[config.mk]
export PLATFORM = sky130hd
export DESIGN_NAME = gbeph_top
export DESIGN_NICKNAME = d
export VERILOG_FILES = /design/src/logic/gbeph_sml_div.v /design/src/logic/gbeph_top.v
export VERILOG_INCLUDE_DIRS = /design/src /design/src/logic
export SDC_FILE = /design/constraint.sdc
export NUM_CORES = 1
export LEC_CHECK = 0
export BUFFER_PORTS_ARGS = -buffer_cell sky130_fd_sc_hd__clkbuf_2
export CAP_MARGIN = 20
export CORE_AREA = 2 2 87 106
export CTS_CLUSTER_DIAMETER = 40
export CTS_CLUSTER_SIZE = 12
export DETAILED_ROUTE_END_ITERATION = 8
export DIE_AREA = 0 0 89 108
export PLACE_DENSITY = 0.62
export SYNTH_ARGS = -nofsm -noshare
export SYNTH_HDL_FRONTEND = slang
export SYNTH_SLANG_ARGS = --single-unit
[constraint.sdc]
create_clock -name pclk -period 6.9 [get_ports pclk]
set_clock_uncertainty 0.2 [all_clocks]
set_input_delay 0.345 -clock pclk [delete_from_list [all_inputs] [get_ports pclk]]
set_output_delay 0.345 -clock pclk [all_outputs]
set_load 0.02 [all_outputs]
[src/logic/gbeph_defines.vh]
// register offsets, field positions, reset values and timing counts for the phy power block
`ifndef GBEPH_DEFINES_VH
`define GBEPH_DEFINES_VH
// register byte offsets
`define GBEPH_CTRL_OFF        12'h000
`define GBEPH_POLICY_OFF      12'h004
`define GBEPH_STATUS_OFF      12'h008
`define GBEPH_ERR_CTL_OFF     12'h00c
`define GBEPH_LINK_CFG_OFF    12'h010
// control register fields
`define GBEPH_CTRL_NVM_DONE   0
`define GBEPH_CTRL_ENABLE     1
`define GBEPH_CTRL_MGMT_REQ   2
`define GBEPH_CTRL_PHY_NEED   3
`define GBEPH_CTRL_D3         4
`define GBEPH_CTRL_RESET      32'h0000_0002
// policy register fields
`define GBEPH_POL_AG3         0
`define GBEPH_POL_SX          1
`define GBEPH_POL_DSX_DIS     2
`define GBEPH_POL_BAT_DIS     3
`define GBEPH_POL_RESET       4'h0
// error control fields
`define GBEPH_ERR_URD         0
`define GBEPH_ERR_CAD         1
// link configuration: speed and duplex, serial link rate
`define GBEPH_SPD_10          2'h0
`define GBEPH_SPD_100         2'h1
`define GBEPH_SPD_1000        2'h2
`define GBEPH_SML_100K        2'h0
`define GBEPH_SML_400K        2'h1
`define GBEPH_SML_1M          2'h2
// clock and serial link rates in khz
`define GBEPH_PCLK_KHZ        250000
`define GBEPH_SML_100K_KHZ    100
`define GBEPH_SML_400K_KHZ    400
`define GBEPH_SML_1M_KHZ      1000
`define GBEPH_DIV_100K        ((`GBEPH_PCLK_KHZ) / (`GBEPH_SML_100K_KHZ))
`define GBEPH_DIV_400K        ((`GBEPH_PCLK_KHZ) / (`GBEPH_SML_400K_KHZ))
`define GBEPH_DIV_1M          ((`GBEPH_PCLK_KHZ) / (`GBEPH_SML_1M_KHZ))
// system power states
`define GBEPH_PS_S0           3'h0
`define GBEPH_PS_S0IX         3'h1
`define GBEPH_PS_SX           3'h2
`define GBEPH_PS_DSX          3'h3
`define GBEPH_PS_G3           3'h4
// completion status codes
`define GBEPH_CPL_SC          3'h0
`define GBEPH_CPL_UR          3'h1
`define GBEPH_CPL_CRS         3'h2
`define GBEPH_CPL_CA          3'h4
`endif

[src/logic/gbeph_sml_div.v]
// serial link bit-rate divider giving one-cycle enable pulses
`include "gbeph_defines.vh"
`default_nettype none
module gbeph_sml_div (
    // clock and reset
    input  wire        pclk,
    input  wire        presetn,
    // rate select
    input  wire [1:0]  rate_sel,
    // tick out
    output reg         bit_tick
);
    reg  [17:0] cnt_r;
    reg  [17:0] limit;

    // divide ratios per rate, cut to the counter width where used
    localparam integer DIV_100K = `GBEPH_DIV_100K;
    localparam integer DIV_400K = `GBEPH_DIV_400K;
    localparam integer DIV_1M   = `GBEPH_DIV_1M;

    // pick the terminal count for the chosen rate
    always @* begin
        case (rate_sel)
            `GBEPH_SML_400K: limit = DIV_400K[17:0] - 18'd1;
            `GBEPH_SML_1M:   limit = DIV_1M[17:0] - 18'd1;
            default:         limit = DIV_100K[17:0] - 18'd1;
        endcase
    end

    // count up one bit period, pulse at the end
    always @(posedge pclk or negedge presetn) begin
        if (!presetn) begin
            cnt_r    <= 18'h0_0000;
            bit_tick <= 1'b0;
        end else if (cnt_r >= limit) begin
            cnt_r    <= 18'h0_0000;
            bit_tick <= 1'b1;
        end else begin
            cnt_r    <= cnt_r + 18'd1;
            bit_tick <= 1'b0;
        end
    end
endmodule
`default_nettype wire

[src/logic/gbeph_top.v]
// phy power sequencing and host request error handling for the ethernet controller
//
// Function
// - config requests get retry status until nonvolatile load finishes
// - requests breaking the programming model are dropped; non-posted get abort
// - unsupported requests are dropped; non-posted get unsupported-request status
// - an unsupported request sets the unsupported-request-detected error flag
// - half and full duplex at 10/100, full duplex only at 1000
// - traffic over fast link in S0; serial link in S0ix and Sx
// - network wake raises an internal host wake signal
// - only D0 and D3; in D3 only config accesses are accepted
// - phy sleep control high while enabled and either sleep input is high
// - management request keeps phy powered in Sx or Deep Sx
// - after G3 phy powered only when the post-G3 enable is set
// - in regular Sx phy powered only when the Sx enable is set
// - in Deep Sx phy powered only while the Deep Sx disable is clear
// - on battery with battery disable set the phy is unpowered
// - decision re-evaluated on every state change or AC change
// - power control low puts the phy in low power when unneeded
// - power control low only while sleep control is high
// - sleep control high means phy must be powered when enabled
// - disabled controller drives sleep control low in every state
// - serial link rate selectable as 100k, 400k or 1M
//
// Our own choices: the address map and register access over APB.
`include "gbeph_defines.vh"
`default_nettype none
module gbeph_top (
    // apb clock and reset
    input  wire        pclk,
    input  wire        presetn,
    // apb slave
    input  wire        psel,
    input  wire        penable,
    input  wire        pwrite,
    input  wire [11:0] paddr,
    input  wire [31:0] pwdata,
    output wire        pready,
    output reg  [31:0] prdata,
    output wire        pslverr,
    // host request sideband
    input  wire        req_valid,
    input  wire        req_is_cfg,
    input  wire        req_posted,
    input  wire        req_unsupported,
    input  wire        req_bad_model,
    output reg         cpl_valid,
    output reg  [2:0]  cpl_status,
    output reg         req_accept,
    // power state inputs from pins
    input  wire        sleep_s3_n,
    input  wire        sleep_mgmt_n,
    input  wire        ac_present_a,
    input  wire [2:0]  sys_state,
    input  wire        phy_wake_n,
    // phy control outputs
    output reg         phy_sleep_ctl_n,
    output reg         phy_power_ctl,
    output reg         host_wake,
    output wire        link_fast_sel,
    output wire        sml_bit_tick
);
    reg  [31:0] ctrl_r;
    reg  [3:0]  policy_r;
    reg  [1:0]  err_r;
    reg  [4:0]  link_cfg_r;
    reg  [3:0]  sync1_r;
    reg  [3:0]  sync2_r;
    reg  [2:0]  st1_r;
    reg  [2:0]  st2_r;
    reg  [2:0]  st_prev_r;
    reg         ac_prev_r;
    reg         wake_prev_r;
    reg         eval_r;
    reg         slp_nxt;

    wire        wr_en;
    wire        rd_en;
    wire        s3_s;
    wire        mgmt_s;
    wire        ac_s;
    wire        wake_s;
    wire        nvm_done;
    wire        enabled;
    wire        in_d3;
    wire        ur_hit;
    wire        ca_hit;
    wire        slp_upd;
    wire        slp_eff;

    // decode one register offset
    function hit;
        input [11:0] a;
        input [11:0] off;
        begin
            hit = (a == off);
        end
    endfunction

    // apb strobes: zero-wait slave
    assign pready  = 1'b1;
    assign wr_en   = psel & penable & pwrite;
    assign rd_en   = psel & ~penable & ~pwrite;
    assign pslverr = psel & penable & ~(hit(paddr, `GBEPH_CTRL_OFF)
                     | hit(paddr, `GBEPH_POLICY_OFF) | hit(paddr, `GBEPH_STATUS_OFF)
                     | hit(paddr, `GBEPH_ERR_CTL_OFF) | hit(paddr, `GBEPH_LINK_CFG_OFF));

    // two-flop synchronisers for pin inputs
    always @(posedge pclk or negedge presetn) begin
        if (!presetn) begin
            sync1_r <= 4'hf;
            sync2_r <= 4'hf;
            st1_r   <= 3'h0;
            st2_r   <= 3'h0;
        end else begin
            sync1_r <= {sleep_s3_n, sleep_mgmt_n, ac_present_a, phy_wake_n};
            sync2_r <= sync1_r;
            st1_r   <= sys_state;
            st2_r   <= st1_r;
        end
    end
    assign s3_s   = sync2_r[3];
    assign mgmt_s = sync2_r[2];
    assign ac_s   = sync2_r[1];
    assign wake_s = sync2_r[0];

    assign nvm_done = ctrl_r[`GBEPH_CTRL_NVM_DONE];
    assign enabled  = ctrl_r[`GBEPH_CTRL_ENABLE];
    assign in_d3    = ctrl_r[`GBEPH_CTRL_D3];

    // register writes
    always @(posedge pclk or negedge presetn) begin
        if (!presetn) begin
            ctrl_r     <= `GBEPH_CTRL_RESET;
            policy_r   <= `GBEPH_POL_RESET;
            link_cfg_r <= 5'h00;
        end else if (wr_en) begin
            if (hit(paddr, `GBEPH_CTRL_OFF))
                ctrl_r <= {27'h000_0000, pwdata[4:0]};
            if (hit(paddr, `GBEPH_POLICY_OFF))
                policy_r <= pwdata[3:0];
            if (hit(paddr, `GBEPH_LINK_CFG_OFF)) begin
                // 1000 forces full duplex
                link_cfg_r[1:0] <= pwdata[1:0];
                link_cfg_r[2]   <= pwdata[2] | (pwdata[1:0] == `GBEPH_SPD_1000);
                link_cfg_r[4:3] <= pwdata[4:3];
            end
        end
    end

    // request classification
    // unsupported is checked first so one request never raises both flags
    assign ur_hit = req_valid & nvm_done & req_unsupported;
    assign ca_hit = req_valid & nvm_done & ~req_unsupported
                    & (req_bad_model | (in_d3 & ~req_is_cfg));

    // sticky error flags, set wins over write-one-to-clear
    always @(posedge pclk or negedge presetn) begin
        if (!presetn) begin
            err_r <= 2'b00;
        end else begin
            if (ur_hit)
                err_r[`GBEPH_ERR_URD] <= 1'b1;
            else if (wr_en & hit(paddr, `GBEPH_ERR_CTL_OFF) & pwdata[`GBEPH_ERR_URD])
                err_r[`GBEPH_ERR_URD] <= 1'b0;
            if (ca_hit)
                err_r[`GBEPH_ERR_CAD] <= 1'b1;
            else if (wr_en & hit(paddr, `GBEPH_ERR_CTL_OFF) & pwdata[`GBEPH_ERR_CAD])
                err_r[`GBEPH_ERR_CAD] <= 1'b0;
        end
    end

    // completion generation, one cycle after the request
    // before the load finishes only config requests get an answer (retry)
    always @(posedge pclk or negedge presetn) begin
        if (!presetn) begin
            cpl_valid  <= 1'b0;
            cpl_status <= `GBEPH_CPL_SC;
            req_accept <= 1'b0;
        end else begin
            cpl_valid  <= 1'b0;
            req_accept <= 1'b0;
            if (req_valid) begin
                if (!nvm_done) begin
                    cpl_valid  <= req_is_cfg;
                    cpl_status <= `GBEPH_CPL_CRS;
                end else if (ur_hit) begin
                    cpl_valid  <= ~req_posted;
                    cpl_status <= `GBEPH_CPL_UR;
                end else if (ca_hit) begin
                    cpl_valid  <= ~req_posted;
                    cpl_status <= `GBEPH_CPL_CA;
                end else begin
                    req_accept <= 1'b1;
                    cpl_valid  <= ~req_posted;
                    cpl_status <= `GBEPH_CPL_SC;
                end
            end
        end
    end

    // fast link only in S0, serial link otherwise
    assign link_fast_sel = (st2_r == `GBEPH_PS_S0);

    // change detect on state and ac presence
    // previous-value resets match idle pin levels, so no false edge after reset
    always @(posedge pclk or negedge presetn) begin
        if (!presetn) begin
            st_prev_r   <= 3'h0;
            ac_prev_r   <= 1'b1;
            wake_prev_r <= 1'b1;
            eval_r      <= 1'b1;
            host_wake   <= 1'b0;
        end else begin
            st_prev_r   <= st2_r;
            ac_prev_r   <= ac_s;
            wake_prev_r <= wake_s;
            eval_r      <= (st2_r != st_prev_r) | (ac_s != ac_prev_r);
            host_wake   <= wake_prev_r & ~wake_s;
        end
    end

    // sleep control policy decision
    always @* begin
        if (!enabled)
            slp_nxt = 1'b0;
        else if (s3_s | mgmt_s)
            slp_nxt = 1'b1;
        else if (ctrl_r[`GBEPH_CTRL_MGMT_REQ])
            slp_nxt = 1'b1;
        else begin
            case (st2_r)
                `GBEPH_PS_G3:  slp_nxt = policy_r[`GBEPH_POL_AG3];
                `GBEPH_PS_SX:  slp_nxt = policy_r[`GBEPH_POL_SX];
                `GBEPH_PS_DSX: slp_nxt = ~policy_r[`GBEPH_POL_DSX_DIS];
                default:       slp_nxt = 1'b1;
            endcase
            // battery check overrides the state policy, not the management request
            if (!ac_s & policy_r[`GBEPH_POL_BAT_DIS])
                slp_nxt = 1'b0;
        end
    end

    // sleep control takes a new value only on evaluation events or forcing inputs
    assign slp_upd = eval_r | ~enabled | s3_s | mgmt_s;
    assign slp_eff = slp_upd ? slp_nxt : phy_sleep_ctl_n;

    // sleep control updates on evaluation events, while disabled or while a sleep input is high; power control every cycle
    always @(posedge pclk or negedge presetn) begin
        if (!presetn) begin
            phy_sleep_ctl_n <= 1'b0;
            phy_power_ctl   <= 1'b1;
        end else begin
            phy_sleep_ctl_n <= slp_eff;
            // power control uses the sleep value launched at this same edge,
            // so it never sits low while sleep control is low
            phy_power_ctl <= ~(slp_eff & enabled
                             & ~ctrl_r[`GBEPH_CTRL_PHY_NEED]);
        end
    end

    // register reads
    always @(posedge pclk or negedge presetn) begin
        if (!presetn) begin
            prdata <= 32'h0000_0000;
        end else if (rd_en) begin
            prdata <= 32'h0000_0000;
            if (hit(paddr, `GBEPH_CTRL_OFF))
                prdata <= ctrl_r;
            if (hit(paddr, `GBEPH_POLICY_OFF))
                prdata <= {28'h000_0000, policy_r};
            if (hit(paddr, `GBEPH_STATUS_OFF))
                prdata <= {22'h00_0000, st2_r, link_fast_sel, wake_s, ac_s,
                           mgmt_s, s3_s, phy_power_ctl, phy_sleep_ctl_n};
            if (hit(paddr, `GBEPH_ERR_CTL_OFF))
                prdata <= {30'h0000_0000, err_r};
            if (hit(paddr, `GBEPH_LINK_CFG_OFF))
                prdata <= {27'h000_0000, link_cfg_r};
        end
    end

    // serial link bit clock enable
    gbeph_sml_div gbeph_sml_div_inst (
        .pclk     (pclk),
        .presetn  (presetn),
        .rate_sel (link_cfg_r[4:3]),
        .bit_tick (sml_bit_tick)
    );
endmodule
`default_nettype wire

==> results.cfg <==
[worst_setup_path]
regToRegSetupSlack_ns = 4.05
worstPathRequired_ns = 6.95
arrival_ns = 2.90
critPathMaxFanout = 11
end_kind = flip-flop
critPathLaunchType = flip-flop
path_class = flip-flop to flip-flop

[floorplan]
rows = 37
io_pins = 105
die_width_um = 89
initial_core_util_pct = 39.2
core_area_um2 = 8520
die_h_um = 108
die-area_um2 = 9610

[routing]
dr.pass1.iters = 4
drtIter0Drc = 110
drc_errors = 0
drt-met1-wl_um = 2760
via_per_inst = 4.78
vias = 2347
top_layer_used = met4
routed_wirelength_um = 6480
wl_per_cell_um = 13.2
wl_met3_um = 368
antenna_left = 0
met2_length_um = 3170

[sta]
setup_tns_ns = 0
min_period_ns = 2.85
max_slew_margin_pct = 39.7
max_freq_mhz = 351
slew_violations = 0
setup_viol = 0
finalCritPeriodShare_pct = 41.2
finalHoldViolCount = 0
worst_slew_pin_slew_ns = 0.904
rsz0062_at_grt = false

[finish]
antenna_cells = 0
layout-drive-gt1-share_pct = 27.3
layout.cells.non_filler = 491
final_common_cell = dfrtp_1
most-common-layout-cells = dfrtp_1 (60), clkbuf_2 (53), nand2_1 (28), conb_1 (28)
layout.nets = 439
fillerInstances = 834
area_growth_pct = 17.4

[placement]
place_congestion = 0.859
dp_hpwl_um = 4690
dp.cells = 467
portBuffers = 54

[status]
status = complete, no violations

[run]
drv_cap = 0

[global_routing]
grt_overflow = 0
grt_pass1_vias = 2361
grt_max_degree = 74
antenna_found_initial = 0
grt.total_usage_pct = 14.6
grt_first_pass_wirelength_um = 10800

[pwr]
power_density_nw_per_um2 = 207
comb_power_share_pct = 7.1
seq_power_share_pct = 54.9
pwr-share-clk_pct = 38.0
switchingPower_uw = 216
intPower_uw = 595
p_total_uw = 811
vdd_drop_max_uv = 103
netSwitchingFraction_pct = 26.6
leakage_nw = 1.86

[yosys]
synth_top_area_cell = dfrtp_1
yosys_warnings = 0
synth_area_um2 = 3340
postSynth.asyncResetShare_pct = 100
seq_area_frac_synth_pct = 55.1
syn_avg_cell_area_um2 = 11.2
synth_cells = 299
yosys.cell_types.count = 44
netlist.area_leader.share_pct = 44.9
synth_edf_count = 0
ys_top_cells_by_area = dfrtp_1 (45%), dfstp_2 (10%), buf_4 (5.4%)
ys.flop_type = dfrtp_1
ys_ff_latch = 73

[clock_network]
clk_latency_ns = 0.34
cts.sinks = 73
cts-buffers-inserted = 9
cts_tree = done
clkTransAtPathRegs_ns = 0.09
clock-root-buffer = clkbuf_8
h-tree-depth = 3
clock_path_buffers = 2
post-cts-setup-buffer-count = 0

[min_path]
worstHoldPathType = input port to asynchronous set/reset pin
path summary, 6_finish.rpt:
check | startpoint | endpoint | depth (start not counted)
worst max-delay path | link_cfg_r[3] | gbeph_sml_div_inst.cnt_r[6] | 9
worst min-delay path | presetn | st_prev_r[0] | 2
worst max register to register | link_cfg_r[3] | gbeph_sml_div_inst.cnt_r[6] | 9
worst min register to register | st1_r[1] | st2_r[1] | 0
max in group asynchronous | presetn | prdata[1] | 2
min in group pclk | pwdata[4] | link_cfg_r[4] | 3
logic make-up after synthesis:
| group | share of synthesized area (%) |
|---|---|
| compound gates | 8.50 |
| xor+xnor | 3.93 |
| fa+ha+maj | 3.67 |
| buf+inv | 8.05 |
| flops | 55.1 |
| mux | 5.88 |
| other cells | 0.225 |
| simple gates | 14.6 |
critical path, cell delays in order (launching register included):
cell and delay (ns):
dfrtp_1 0.39, inv_1 0.07, ha_1 0.36, inv_1 0.10
ha_1 0.19, nor4_1 0.18, nand2_1 0.08, nor4_1 0.53
inv_1 0.37, nor3_1 0.28
layer usage:
layer | vias to the layer above | global-route usage [%]
li1 | 1125 | -
met1 | 1129 | 17.6
met2 | 78 | 23.6
met3 | 15 | 4.81
met4 | 0 | 6.50
met5 | - | 0
cells in the mapped netlist (5+ instances only):
| cell | instances |
|---|---|
| mux2i_1 | 5 |
| inv_1 | 17 |
| buf_4 | 24 |
| a22o_1 | 5 |
| mux2_2 | 11 |
| nand3_1 | 8 |
| nand2_1 | 28 |
| dfrtp_1 | 60 |
| nand4_1 | 5 |
| dfstp_2 | 13 |
| xor2_1 | 7 |
| o21ai_0 | 17 |
| nor2_1 | 10 |
| xnor2_1 | 8 |
| and3_1 | 5 |
| ha_1 | 9 |
| nor3_1 | 16 |
| a21oi_1 | 10 |
power groups by stage:
stage	Sequential (mW)	Clock, mW	Combinational, mW
after floorplan	0.454	0	0.0372
after global placement	0.453	0	0.0538
after detailed placement	0.454	0	0.0546
after CTS	0.445	0.320	0.0583
after global routing	0.447	0.338	0.0651
final	0.445	0.308	0.0576
stage by stage:
stage	worst slack (ns)	hold slack (ns)	area [um^2]	util, %
floorplan	4.51	-0.151	3440	-
global placement	4.06	0.134	3660	43.0
detailed placement	4.01	0.138	3660	43.0
CTS	3.99	0.0116	3920	46.1
global route	3.74	0.0389	3920	46.1
finish	4.05	0.0137	3920	46.1
registers in the layout (all words and copies together) (netlist names), 2 cells and up:
register                  count
policy_r                      4
cpl_status                    3
link_cfg_r                    5
prdata                       10
err_r                         2
sync1_r                       4
st2_r                         3
ctrl_r                        5
st1_r                         3
sync2_r                       4
st_prev_r                     3
gbeph_sml_div_inst.cnt_r     18
cell type report:
type                    count  area, um^2  area share, %
repair buffers             63         358           9.12
well taps                 117         146           3.73
clock inverters             7        60.1           1.53
flip-flops and latches     73        1840           47.0
inverters                  17        63.8           1.63
clock buffers               9         124           3.16
multi-input cells         205        1330           33.9
what timing repair did:
action	in CTS	in global routing
endpoints found under the setup margin	0	0
resized for setup	0	0
hold buffers	8	0
hold endpoints to repair	8	0
No activity file was read; power rests on OpenSTA's default activity.
